`config.mk`:
```
export PLATFORM = sky130hd
export DESIGN_NAME = pmc_config
export DESIGN_NICKNAME = d
export VERILOG_FILES = /design/src/hdl/pmc_pkg.sv /design/src/hdl/pmc_cfg_slot.sv /design/src/hdl/pmc_config.sv
export VERILOG_INCLUDE_DIRS = /design/src /design/src/hdl
export SDC_FILE = /design/constraint.sdc
export NUM_CORES = 1
export LEC_CHECK = 0
export ABC_AREA = 1
export BUFFER_PORTS_ARGS = -buffer_cell sky130_fd_sc_hd__buf_4
export CORE_MARGIN = 1.5
export CORE_UTILIZATION = 40
export CTS_CLUSTER_SIZE = 10
export DETAILED_ROUTE_END_ITERATION = 10
export PLACE_DENSITY = 0.61
export SLEW_MARGIN = 20
export SYNTH_ARGS = -nofsm -noshare
export SYNTH_HDL_FRONTEND = slang
export SYNTH_HIERARCHICAL = 1
export SYNTH_SLANG_ARGS = --single-unit
export TNS_END_PERCENT = 10
```
`constraint.sdc`:
```
create_clock -name i_core_clk -period 2 [get_ports i_core_clk]
set_clock_uncertainty 0.2 [all_clocks]
set_input_delay 0.2 -clock i_core_clk [delete_from_list [all_inputs] [get_ports i_core_clk]]
set_output_delay 0.2 -clock i_core_clk [all_outputs]
set_load 0.02 [all_outputs]
```
`src/hdl/pmc_map.svh`:
```
// Register offsets, field positions and reset values of the counter configuration block.
`ifndef PMC_MAP_SVH
`define PMC_MAP_SVH

// ==========================================================================
// Offsets within the monitoring table
`define PMC_ADDR_W 12
`define PMC_FRZ_OFS 12'h020
`define PMC_OVF_OFS 12'h030
`define PMC_CFG_BASE 12'h100
`define PMC_CFG_STRIDE 12'h008

// ==========================================================================
// Fields of counter_event_config
`define PMC_F_EN 0
`define PMC_F_INTR 1
`define PMC_F_FRZ 2
`define PMC_F_CAT_LO 8
`define PMC_F_CAT_HI 11
`define PMC_F_MASK_LO 32
`define PMC_F_MASK_HI 59
`define PMC_MASK_W 28
`define PMC_NUM_CAT 5

// ==========================================================================
// Reset values
`define PMC_CFG_RST 64'h0000_0000_0000_0000
`define PMC_OVF_RST 32'h0000_0000
`define PMC_FRZ_RST 32'h0000_0000

`endif

```
`src/hdl/pmc_pkg.sv`:
```
// Types shared by the counter configuration block.
package pmc_pkg;

    // ======================================================================
    // Event categories selected in counter_event_config.
    typedef enum logic [3:0] {
        PMC_CAT_WORK_QUEUE = 4'h0,
        PMC_CAT_ENGINE = 4'h1,
        PMC_CAT_ADDR_XLATE = 4'h2,
        PMC_CAT_OPERATIONS = 4'h3,
        PMC_CAT_COMPLETIONS = 4'h4
    } pmc_cat_t;

endpackage : pmc_pkg

```
`src/hdl/pmc_cfg_slot.sv`:
```
// One counter's configuration register with its lock and event match.
`timescale 1ns/1ps
`include "pmc_map.svh"

module pmc_cfg_slot
    import pmc_pkg::*;
#(
    parameter logic [`PMC_NUM_CAT*`PMC_MASK_W-1:0] CAT_SUPPORT = {(`PMC_NUM_CAT*`PMC_MASK_W){1'b1}}
) (
    // Clock and reset
    input wire logic i_core_clk,
    input wire logic i_resetn,
    // Register write from the table decoder
    input wire logic i_wr_hit,
    input wire logic [63:0] i_wdata,
    // Category event pulses and freeze state
    input wire logic [`PMC_NUM_CAT*`PMC_MASK_W-1:0] i_cat_events,
    input wire logic i_frozen,
    // Stored configuration and increment pulse
    output logic [63:0] o_cfg,
    output logic o_enable,
    output logic o_intr_sel,
    output logic o_frz_sel,
    output logic o_count_inc
);

    logic en_r;
    logic intr_r;
    logic frz_r;
    logic [3:0] cat_r;
    logic [`PMC_MASK_W-1:0] mask_r;
    logic [`PMC_MASK_W-1:0] supp;
    logic [`PMC_MASK_W-1:0] evts;

    // ======================================================================
    // Register storage
    // Enable is always writable; the other fields only take a write while the
    // counter was disabled before it, so one write can program and enable.
    always_ff @(posedge i_core_clk or negedge i_resetn) begin
        if (!i_resetn) begin
            en_r <= 1'b0;
            intr_r <= 1'b0;
            frz_r <= 1'b0;
            cat_r <= 4'h0;
            mask_r <= {`PMC_MASK_W{1'b0}};
        end else if (i_wr_hit) begin
            en_r <= i_wdata[`PMC_F_EN];
            if (!en_r) begin
                intr_r <= i_wdata[`PMC_F_INTR];
                frz_r <= i_wdata[`PMC_F_FRZ];
                cat_r <= i_wdata[`PMC_F_CAT_HI:`PMC_F_CAT_LO];
                mask_r <= i_wdata[`PMC_F_MASK_HI:`PMC_F_MASK_LO];
            end
        end
    end

    // Reads return stored values even for a discarded write; reserved bits are zero.
    always_comb begin
        o_cfg = `PMC_CFG_RST;
        o_cfg[`PMC_F_EN] = en_r;
        o_cfg[`PMC_F_INTR] = intr_r;
        o_cfg[`PMC_F_FRZ] = frz_r;
        o_cfg[`PMC_F_CAT_HI:`PMC_F_CAT_LO] = cat_r;
        o_cfg[`PMC_F_MASK_HI:`PMC_F_MASK_LO] = mask_r;
    end

    assign o_enable = en_r;
    assign o_intr_sel = intr_r;
    assign o_frz_sel = frz_r;

    // ======================================================================
    // Event match
    // Reserved categories support nothing, so their mask bits are ignored.
    always_comb begin
        supp = {`PMC_MASK_W{1'b0}};
        evts = {`PMC_MASK_W{1'b0}};
        case (cat_r)
            PMC_CAT_WORK_QUEUE, PMC_CAT_ENGINE, PMC_CAT_ADDR_XLATE,
            PMC_CAT_OPERATIONS, PMC_CAT_COMPLETIONS: begin
                supp = CAT_SUPPORT[cat_r*`PMC_MASK_W +: `PMC_MASK_W];
                evts = i_cat_events[cat_r*`PMC_MASK_W +: `PMC_MASK_W];
            end
            default: begin
                supp = {`PMC_MASK_W{1'b0}};
            end
        endcase
    end

    // The increment is a registered pulse; a frozen counter gets none.
    always_ff @(posedge i_core_clk or negedge i_resetn) begin
        if (!i_resetn) begin
            o_count_inc <= 1'b0;
        end else begin
            o_count_inc <= en_r && !i_frozen && |(mask_r & supp & evts);
        end
    end

endmodule : pmc_cfg_slot

```
`src/hdl/pmc_config.sv`:
```
// Bank of counter configuration registers with overflow flags and freeze control.
`timescale 1ns/1ps
`include "pmc_map.svh"

// Function
// - Every configuration register resets to all zeros, counter disabled.
// - While enabled, all configuration fields except enable ignore writes.
// - Exactly one configuration register per counter, count set by parameter.
// - 64-bit register at table offset 0x100 plus eight times counter index.
// - Bits 59:32 hold the 28-bit event mask.
// - Mask bits unsupported by the selected category are ignored.
// - Bits 11:8 choose category 0..4; values 5..15 reserved.
// - Bit 2 set freezes all enabled counters on overflow; status always recorded.
// - Without freeze support, bit 2 has no effect.
// - Bit 1 set raises a monitoring interrupt on this counter's overflow.
// - Without interrupt support, bit 1 produces no interrupt.
// - Bit 0 is a freely writable enable.
// - Overflow flags hold one bit per counter, set on overflow, write 1 clears.
// - Frozen counters stop counting until unfrozen, then count only if enabled.
module pmc_config
    import pmc_pkg::*;
#(
    parameter int NUM_CNTR = 4,
    parameter logic [`PMC_NUM_CAT*`PMC_MASK_W-1:0] CAT_SUPPORT = {(`PMC_NUM_CAT*`PMC_MASK_W){1'b1}}
) (
    // Clock and reset
    input wire logic i_core_clk,
    input wire logic i_resetn,
    // Memory-mapped register access within the monitoring table
    input wire logic i_reg_wr,
    input wire logic i_reg_rd,
    input wire logic [`PMC_ADDR_W-1:0] i_reg_addr,
    input wire logic [63:0] i_reg_wdata,
    output logic [63:0] o_reg_rdata,
    output logic o_reg_rvalid,
    // Capability bits of monitor_capability
    input wire logic i_cap_freeze_support,
    input wire logic i_cap_intr_support,
    // Event pulses per category and overflow from the counter data logic
    input wire logic [`PMC_NUM_CAT*`PMC_MASK_W-1:0] i_cat_events,
    input wire logic [NUM_CNTR-1:0] i_cntr_overflow,
    // Counter control
    output logic [NUM_CNTR-1:0] o_count_inc,
    output logic [NUM_CNTR-1:0] o_frozen,
    output logic o_monitor_intr
);

    // Address decode results, shared by the write and read paths.
    logic hit_frz;
    logic hit_ovf;
    logic [NUM_CNTR-1:0] hit_cfg;
    logic [`PMC_ADDR_W-1:0] slot_ofs [NUM_CNTR];
    // Per-slot write strobes and views of the stored configuration.
    logic [NUM_CNTR-1:0] cfg_hit;
    logic [NUM_CNTR-1:0] en;
    logic [NUM_CNTR-1:0] intr_sel;
    logic [NUM_CNTR-1:0] frz_sel;
    logic [63:0] cfg_rd [NUM_CNTR];
    // Status and freeze state.
    logic [NUM_CNTR-1:0] ovf_r;
    logic [NUM_CNTR-1:0] frozen_r;
    logic [NUM_CNTR-1:0] frozen_nxt;
    // Strobes, triggers and read data.
    logic frz_wr;
    logic ovf_wr;
    logic global_freeze;
    logic [NUM_CNTR-1:0] frz_trig;
    logic [NUM_CNTR-1:0] intr_trig;
    logic intr_req;
    logic [63:0] rdata_nxt;

    // ======================================================================
    // Address decode
    // One exact-match decode serves both directions, so a read always returns the
    // register that a write at the same offset would have changed.
    // Writes to unmapped offsets fall through every decode and change nothing.
    always_comb begin
        hit_frz = 1'b0;
        hit_ovf = 1'b0;
        hit_cfg = {NUM_CNTR{1'b0}};
        if (i_reg_addr == `PMC_FRZ_OFS) begin
            hit_frz = 1'b1;
        end else if (i_reg_addr == `PMC_OVF_OFS) begin
            hit_ovf = 1'b1;
        end else begin
            for (int i = 0; i < NUM_CNTR; i++) begin
                if (i_reg_addr == slot_ofs[i]) begin
                    hit_cfg[i] = 1'b1;
                end
            end
        end
    end

    // Without freeze support the freeze register is absent, so its writes are dropped.
    assign frz_wr = i_reg_wr && hit_frz && i_cap_freeze_support;
    assign ovf_wr = i_reg_wr && hit_ovf;

    // ======================================================================
    // Configuration slots, one per counter
    // Each slot keeps its own lock, so one enabled counter never blocks another's setup.
    genvar g;
    generate
        for (g = 0; g < NUM_CNTR; g++) begin : g_slot
            // Slots sit one 64-bit word apart above the configuration base.
            localparam logic [`PMC_ADDR_W-1:0] SLOT_OFS =
                `PMC_CFG_BASE + `PMC_CFG_STRIDE * 12'(g);
            assign slot_ofs[g] = SLOT_OFS;
            assign cfg_hit[g] = i_reg_wr && hit_cfg[g];
            pmc_cfg_slot #(
                .CAT_SUPPORT(CAT_SUPPORT)
            ) u_slot (
                .i_core_clk(i_core_clk),
                .i_resetn(i_resetn),
                .i_wr_hit(cfg_hit[g]),
                .i_wdata(i_reg_wdata),
                .i_cat_events(i_cat_events),
                .i_frozen(frozen_r[g]),
                .o_cfg(cfg_rd[g]),
                .o_enable(en[g]),
                .o_intr_sel(intr_sel[g]),
                .o_frz_sel(frz_sel[g]),
                .o_count_inc(o_count_inc[g])
            );
        end
    endgenerate

    // ======================================================================
    // Overflow flags
    // A new overflow in the cycle of a write-one-to-clear keeps the flag set.
    // Only the low NUM_CNTR bits of a clearing write matter; higher flags do not exist.
    always_ff @(posedge i_core_clk or negedge i_resetn) begin
        if (!i_resetn) begin
            ovf_r <= {NUM_CNTR{1'b0}};
        end else if (ovf_wr) begin
            ovf_r <= (ovf_r & ~i_reg_wdata[NUM_CNTR-1:0]) | i_cntr_overflow;
        end else begin
            ovf_r <= ovf_r | i_cntr_overflow;
        end
    end

    // ======================================================================
    // Freeze state
    // Freeze selects are ignored when freezing is not supported.
    assign frz_trig = i_cntr_overflow & frz_sel;
    assign global_freeze = i_cap_freeze_support && |frz_trig;

    // Disabling clears freeze; an overflow freeze beats a software unfreeze.
    always_comb begin
        frozen_nxt = frozen_r;
        if (frz_wr) begin
            frozen_nxt = i_reg_wdata[NUM_CNTR-1:0];
        end
        if (global_freeze) begin
            frozen_nxt = {NUM_CNTR{1'b1}};
        end
        frozen_nxt = frozen_nxt & en;
    end

    // Freeze state register.
    always_ff @(posedge i_core_clk or negedge i_resetn) begin
        if (!i_resetn) begin
            frozen_r <= {NUM_CNTR{1'b0}};
        end else begin
            frozen_r <= frozen_nxt;
        end
    end

    assign o_frozen = frozen_r;

    // ======================================================================
    // Interrupt request; several counters overflowing together give one pulse,
    // and the overflow flags tell software which of them it was.
    assign intr_trig = i_cntr_overflow & intr_sel;
    assign intr_req = i_cap_intr_support && |intr_trig;

    // Interrupt pulse, one cycle after the overflow.
    always_ff @(posedge i_core_clk or negedge i_resetn) begin
        if (!i_resetn) begin
            o_monitor_intr <= 1'b0;
        end else begin
            o_monitor_intr <= intr_req;
        end
    end

    // ======================================================================
    // Read path
    // Unmapped offsets read zero; the freeze register reads zero when absent.
    always_comb begin
        rdata_nxt = 64'h0;
        if (hit_frz) begin
            if (i_cap_freeze_support) begin
                rdata_nxt[NUM_CNTR-1:0] = frozen_r;
            end
        end else if (hit_ovf) begin
            rdata_nxt[NUM_CNTR-1:0] = ovf_r;
        end else begin
            for (int i = 0; i < NUM_CNTR; i++) begin
                if (hit_cfg[i]) begin
                    rdata_nxt = cfg_rd[i];
                end
            end
        end
    end

    // The read data register loads only on a read, so it holds between reads.
    always_ff @(posedge i_core_clk or negedge i_resetn) begin
        if (!i_resetn) begin
            o_reg_rdata <= 64'h0;
        end else if (i_reg_rd) begin
            o_reg_rdata <= rdata_nxt;
        end
    end

    // Every read is answered exactly one cycle after its strobe.
    always_ff @(posedge i_core_clk or negedge i_resetn) begin
        if (!i_resetn) begin
            o_reg_rvalid <= 1'b0;
        end else begin
            o_reg_rvalid <= i_reg_rd;
        end
    end

endmodule : pmc_config

```
==> out/metrics.cfg, run 1 <==
[cells_and_area]
syn2layout_area_growth_pct=26.88
fillCellCount=4701
stdcell_count=4196
final_cell_mix=1,722 x nand2_1, 381 x nor2_1, 346 x buf_4, 215 x dfrtp_1, 152 x nand3_1
mostFrequentLayoutCell=nand2_1
final_net_count=3810
ff_latch_area_um2=5459
multiInputGateArea_um2=11310
drive_gt1_frac=0.1604

[route]
routed.top_layer=met4
drt-met1-wl_mm=32.62
drc=0
wl_per_cell_um=18.57
vias=21435
dr.pass1.iters=9
first_iter_violations=2255
avgViaCountPerCell=5.108
dr_wl_met2_mm=36.29
ant_nets=0
met3_length_mm=4.798
wirelength_mm=77.92

[clock_network]
clkTransAtPathRegs_ns=0.06
clockBufferDepth=3
numCtsBuffers=26
root_buffer=clkbuf_16
clk-insertion-delay-late_ns=0.54
htree_levels=1
cts_tree=yes
cts.sinks=218

[job]
cap_violations=0

[timing]
max_freq_mhz=480.9
rsz0062_at_grt=true
maxSlewViolCount=0
relSlewSlack=0.4992
tightest_slew_ns=0.7512
totalNegativeSetupSlack_ns=-0.2499
post-route-period-util=1.040
timing.final.ws_setup_ns=-0.07936
min_period_ns=2.079
finalSetupViolCount=4
hold_violations=0

[status]
violations=setup timing
status=finished with violations

[synth]
synth_cell_type_count=32
synth_warnings=6
synthCells=3269
synth_seq_area_share=0.2942
synth_top_area_frac=0.3563
syn_avg_cell_area_um2=5.672
synth.largest_area_cell=nand2_1
synth_area_um2=18540
yosys_register_bits=218
synthTopCellsByArea=nand2_1 36%, dfrtp_1 29%, nor2_1 7.9%, buf_4 6.0%, nand3_1 4.3%

[global_routing]
grt_max_degree=67
grt_overflow=0
grt_antenna_before_repair=6
grt_pass1_vias=20670
grt_pass1_wl_mm=119.3
grt_usage=0.3251

[setup_path]
worstReg2RegEnd=g_slot[0].u_slot/o_count_inc
r2r_start=g_slot[0].u_slot/cat_r[0]
crit_path_start_kind=register
arrival_ns=2.36
cp-end-kind=register
worstSetupPathType=register to register
cp_max_fo=18
r2r_slack_ns=-0.08
reg2regPathDepth=14
critPathRequiredTime_ns=2.28

[power]
power_density_nw_per_um2=428.1
p_leak_nw=13.89
peakVddDrop_mv=0.5103

[floorplanning]
dieArea_um2=47650
start_util=0.4068
io_pins=300
die-height_um=218.3
die_w_um=218.3
row_count=78
coreArea_um2=45580

[worst_hold_path]
min_from=i_reg_addr[5]
hold_end=o_reg_rdata[0]
min_path_cells=7
hp-class=input pin to register

[placement]
dp_hpwl_mm=56.18
port_buffers=271
place_congestion=0.9357
dp_cells=4084
preCtsSetupSlack_ns=-0.1581

state kept, by name, indices dropped and copies added (netlist names):
signal,cells
g_slot.u_slot/mask_r,112
o_reg_rdata,64
g_slot.u_slot/cat_r,16
g_slot.u_slot/o_count_inc,4
g_slot.u_slot/o_enable,4
g_slot.u_slot/o_frz_sel,4
g_slot.u_slot/o_intr_sel,4
o_frozen,4
ovf_r,4
o_monitor_intr,1
o_reg_rvalid,1
routing by layer:
metal | up-vias | global-route usage
li1 | 10432 | -
met1 | 9859 | 0.4225
met2 | 936 | 0.5417
met3 | 208 | 0.02965
met4 | 0 | 0.1577
met5 | - | 0
area by class of cell:
cell class / instances / share of cell area
Tap cell: 600 / 0.03191
Clock inverter: 1 / 0.0002127
Inverter: 164 / 0.02681
Multi-Input combinational cell: 2699 / 0.4809
Timing Repair Buffer: 475 / 0.1965
Antenna cell: 6 / 0.0006382
Sequential cell: 218 / 0.2320
Clock buffer: 33 / 0.03095
cells by family after synthesis:
| group | Yosys count | share of synthesized area |
|---|---|---|
| AOI/OAI and AO/OA | 135 | 0.03819 |
| buffers and inverters | 464 | 0.1297 |
| DFF | 218 | 0.2942 |
| muxes | 20 | 0.01215 |
| other | 4 | 0.0008095 |
| and+or+nand+nor | 2428 | 0.5249 |
synthesized netlist by cell type:
library cell,number
a21oi_1,116
a21oi_2,4
a22o_1,2
a31oi_1,2
a41oi_1,1
and3_1,1
buf_1,4
buf_2,65
buf_4,147
buf_6,4
clkbuf_1,80
clkinv_1,8
conb_1,4
dfrtp_1,218
inv_1,143
inv_2,13
mux2_2,20
nand2_1,1760
nand2_2,5
nand3_1,158
nand4_1,86
nor2_1,391
nor2_2,6
nor2_4,1
nor2_8,8
nor3_1,2
nor3_2,3
nor4_1,2
o21ai_0,5
o21ai_1,4
o21ai_2,1
or2_2,5
how the worst max path moves through the flow:
| stage | slack, ns | endpoint | from |
|---|---|---|---|
| 2_1_floorplan | 0.02 | g_slot[3].u_slot/cat_r[0] | i_reg_addr[10] |
| 3_3_place_gp | -0.16 | g_slot[3].u_slot/o_count_inc | g_slot[3].u_slot/cat_r[0] |
| 3_5_place_dp | -0.16 | g_slot[3].u_slot/o_count_inc | g_slot[3].u_slot/cat_r[0] |
| 4_1_cts | -0.06 | g_slot[0].u_slot/o_count_inc | g_slot[0].u_slot/cat_r[0] |
| 5_1_grt | -0.18 | g_slot[0].u_slot/o_count_inc | g_slot[0].u_slot/cat_r[0] |
| 6_report | -0.08 | g_slot[0].u_slot/o_count_inc | g_slot[0].u_slot/cat_r[0] |
where the power goes:
group | total [mW] | internal [mW] | switching (mW)
clock network | 4.31 | 2.50 | 1.81
registers | 4.42 | 4.42 | 0.00294
logic | 1.34 | 0.555 | 0.784
total | 10.1 | 7.47 | 2.60
critical path: stages, from the launching register on:
cell      delay, ns
dfrtp_2        0.48
inv_8          0.16
buf_8          0.19
nand2_1        0.07
nand2_1        0.06
nand2_1        0.05
nand2_1        0.12
nand2_1        0.06
nand2_1        0.10
nand3_1        0.08
nand2_1        0.07
clkinv_1       0.06
nand2_1        0.11
nor2_2         0.06
a21oi_2        0.12
metrics by stage:
stage,power (mW),utilization,hold slack [ns],cell area [µm²]
floorplan,5.071,-,-0.2956,19020
CTS,10.13,0.5073,0.01685,23120
finish,10.07,0.5162,0.03433,23530
global placement,5.690,0.4751,-0.03959,21650
detailed placement,5.704,0.4751,-0.03525,21650
global route,10.46,0.5162,0.06088,23530
repair_timing:
item	CTS	global route
endpoints found under the hold margin	372	0
gates resized for setup	18	54
gates cloned	3	8
setup endpoints to repair	4	39
hold buffers	56	0
pin swaps	4	22
setup buffers	1	5
Note: power is estimated with default switching activity, not from simulation.
==> run 2, diff against run 1 <==
Settings changed: CELL_PAD_IN_SITES_DETAIL_PLACEMENT from default to 0, CELL_PAD_IN_SITES_GLOBAL_PLACEMENT from default to 2, CORE_UTILIZATION 40 to 30, GPL_ROUTABILITY_DRIVEN from default to 0, PLACE_DENSITY 0.61 to 0.84.
==> run 2 against run 1 <==
  * Sequential share of layout area fell by 0.34 points
  * The flow still finishes with violations (setup timing)
  * Largest power group is now clock
  * Die area increased by 33%
  * Routed wire length grew 4.7%
  * Worst setup slack better by 0.0043 ns
  * Sequential cell count unchanged
  * Hold slack worse by 0.016 ns
  * Critical path depth is 1 lower
  * Non-clock buffer count grew 19
  * First-iteration DRC count down 29%
  * Via count down 3.5%
==> out/metrics.cfg, run 2 (synthesized netlist as in run 1, its figures left out) <==
[clock_network]
cts.sinks=218  ; unchanged
cts_tree=yes  ; unchanged
htree_levels=1  ; unchanged
clkTransAtPathRegs_ns=0.06  ; about the same
clockBufferDepth=3  ; unchanged
root_buffer=clkbuf_16  ; unchanged
clk-insertion-delay-late_ns=0.55  ; was 0.54 ns
numCtsBuffers=27  ; was 26

[timing]
maxSlewViolCount=0  ; unchanged
post-route-period-util=1.038  ; was 1.040
hold_violations=0  ; unchanged
totalNegativeSetupSlack_ns=-0.1624  ; was -0.2499 ns
hold-worst-slack_ns=0.01795  ; was 0.03433 ns
finalSetupViolCount=4  ; unchanged
tightest_slew_ns=0.6297  ; was 0.7512 ns
relSlewSlack=0.5802  ; was 0.4992
max_freq_mhz=481.9  ; was 480.9 MHz
timing.final.ws_setup_ns=-0.07502  ; was -0.07936 ns
rsz0062_at_grt=true  ; unchanged
min_period_ns=2.075  ; was 2.079 ns

[setup_path]
cp-end-kind=register  ; unchanged
critPathRequiredTime_ns=2.25  ; was 2.28 ns
worstSetupPathType=register to register  ; unchanged
arrival_ns=2.32  ; was 2.36 ns
crit_path_start_kind=register  ; unchanged
cp_max_fo=7  ; was 18

[route]
vias=20675  ; was 21,435
drc=0  ; unchanged
ant_nets=0  ; unchanged
dr.pass1.iters=7  ; was 9
wirelength_mm=81.58  ; was 77.92 mm
avgViaCountPerCell=4.698  ; was 5.108
wl_per_cell_um=18.54  ; was 18.57 µm
first_iter_violations=1597  ; was 2,255

[cells_and_area]
drive_gt1_frac=0.1696  ; was 0.1604
largest_reg_flops=112  ; unchanged
stdcell_count=4401  ; was 4,196
final_net_count=3830  ; was 3,810
top_regs=g_slot.u_slot/mask_r (112), o_reg_rdata (64), g_slot.u_slot/cat_r (16)  ; unchanged
mostFrequentLayoutCell=nand2_1  ; unchanged
final_cell_mix=1,709 x nand2_1, 376 x nor2_1, 367 x buf_4, 214 x dfrtp_1, 155 x nand3_1  ; was 1,722 x nand2_1, 381 x nor2_1, 346 x buf_4, 215 x dfrtp_1, 152 x nand3_1
finalInstanceArea_um2=23880  ; was 23,530 µm²
regMostFlops=g_slot.u_slot/mask_r  ; unchanged
syn2layout_area_growth_pct=28.77  ; was 26.88%
final_core_util=0.3934  ; was 0.5162
fillCellCount=6622  ; was 4,701

[floorplanning]
row_count=90  ; was 78
coreArea_um2=60700  ; was 45,580 µm²
die_w_um=251.6  ; was 218.3 µm
start_util=0.3055  ; was 0.4068
dieArea_um2=63310  ; was 47,650 µm²
die-height_um=251.6  ; was 218.3 µm
io_pins=300  ; unchanged

[power]
power_density_nw_per_um2=429.9  ; was 428.1 nW/µm²
peakVddDrop_mv=0.6039  ; was 0.5103 mV
p_leak_nw=13.97  ; was 13.89 nW
p_total_mw=10.26  ; was 10.07 mW

[global_routing]
grt_overflow=0  ; unchanged
grt_pass1_vias=20071  ; was 20,670
grt_max_degree=51  ; was 67
grt_antenna_before_repair=5  ; was 6
grt_usage=0.2520  ; was 0.3251
grt_pass1_wl_mm=122.8  ; was 119.3 mm

[status]
status=finished with violations  ; unchanged
violations=setup timing  ; unchanged

[placement]
dp_hpwl_mm=60.77  ; was 56.18 mm
dp_cells=4288  ; was 4,084
port_buffers=271  ; unchanged
postPlaceCellArea_um2=22020  ; was 21,650 µm²
preCtsSetupSlack_ns=-0.2518  ; was -0.1581 ns

[job]
cap_violations=0  ; unchanged

[worst_hold_path]
hp-class=input pin to register  ; unchanged

run 2: cell count changes in the layout (fill, tap and decap cells not counted), moves of 4 or more:
cell,change
buf_4,+21
buf_6,+4
nand2_1,-13
nor2_2,+4
nor2_1,-5
nand2_2,+14
buf_12,-5
run 2: what timing repair did:
item / 4_1_cts / 5_1_grt
gates cloned: 0 / 5
pin swaps: 15 / 30
endpoints found under the hold margin: 380 / 0
endpoints found under the setup margin: 4 / 31
resized for setup: 54 / 45
hold buffers: 57 / 0
setup buffers: 3 / 4
run 2: path summary, 6_finish.rpt:
| path | start | endpoint | slack, ns | cells past startpoint |
|---|---|---|---|---|
| setup / recovery | g_slot[3].u_slot/cat_r[0] | g_slot[3].u_slot/o_count_inc | -0.08 | 13 |
| hold reg to reg | o_reg_rdata[4] | o_reg_rdata[4] | 0.28 | 2 |
| max in group asynchronous | i_resetn | g_slot[1].u_slot/mask_r[23] | 0.55 | 4 |
| min in group asynchronous | i_resetn | g_slot[0].u_slot/mask_r[0] | 0.46 | 3 |
| setup reg to reg | g_slot[3].u_slot/cat_r[0] | g_slot[3].u_slot/o_count_inc | -0.08 | 13 |
| hold / removal | i_reg_addr[6] | g_slot[1].u_slot/o_enable | 0.02 | 5 |
run 2: cell type report:
cell class | count | area [µm²] | share of cell area
Clock buffer | 38 | 767.0 | 0.03212
Clock inverter | 2 | 10.01 | 0.0004192
Multi-Input combinational cell | 2699 | 11360 | 0.4756
Antenna cell | 4 | 10.01 | 0.0004192
Timing Repair Buffer | 494 | 4658 | 0.1951
Tap cell | 782 | 978.4 | 0.04098
Sequential cell | 218 | 5460 | 0.2287
Inverter | 164 | 635.6 | 0.02662
run 2: per-layer routing:
layer | up-vias | global-route usage | routed length (µm)
li1 | 10476 | - | -
met2 | 510 | 0.4396 | 40070
met1 | 9568 | 0.3291 | 36000
met5 | - | 0 | 13
met3 | 119 | 0.02115 | 2939
met4 | 2 | 0.07797 | 2567
run 2: worst max-delay path, cell delays in order (launching register included):
cell	delay [ns]
dfrtp_2	0.48
buf_4	0.18
clkbuf_16	0.16
buf_4	0.13
nand3_1	0.07
nand3_1	0.09
nand2_1	0.06
nand2_1	0.05
nand2_1	0.05
nand2_1	0.07
nor2_1	0.09
nand2_1	0.09
nor2_4	0.16
a21oi_2	0.07
run 2: where the power goes:
group / leakage, nW / switching, mW / internal, mW
sequential: 2.39 / 0.00273 / 4.42
combinational: 11.2 / 0.796 / 0.543
clock: 0.384 / 1.89 / 2.61
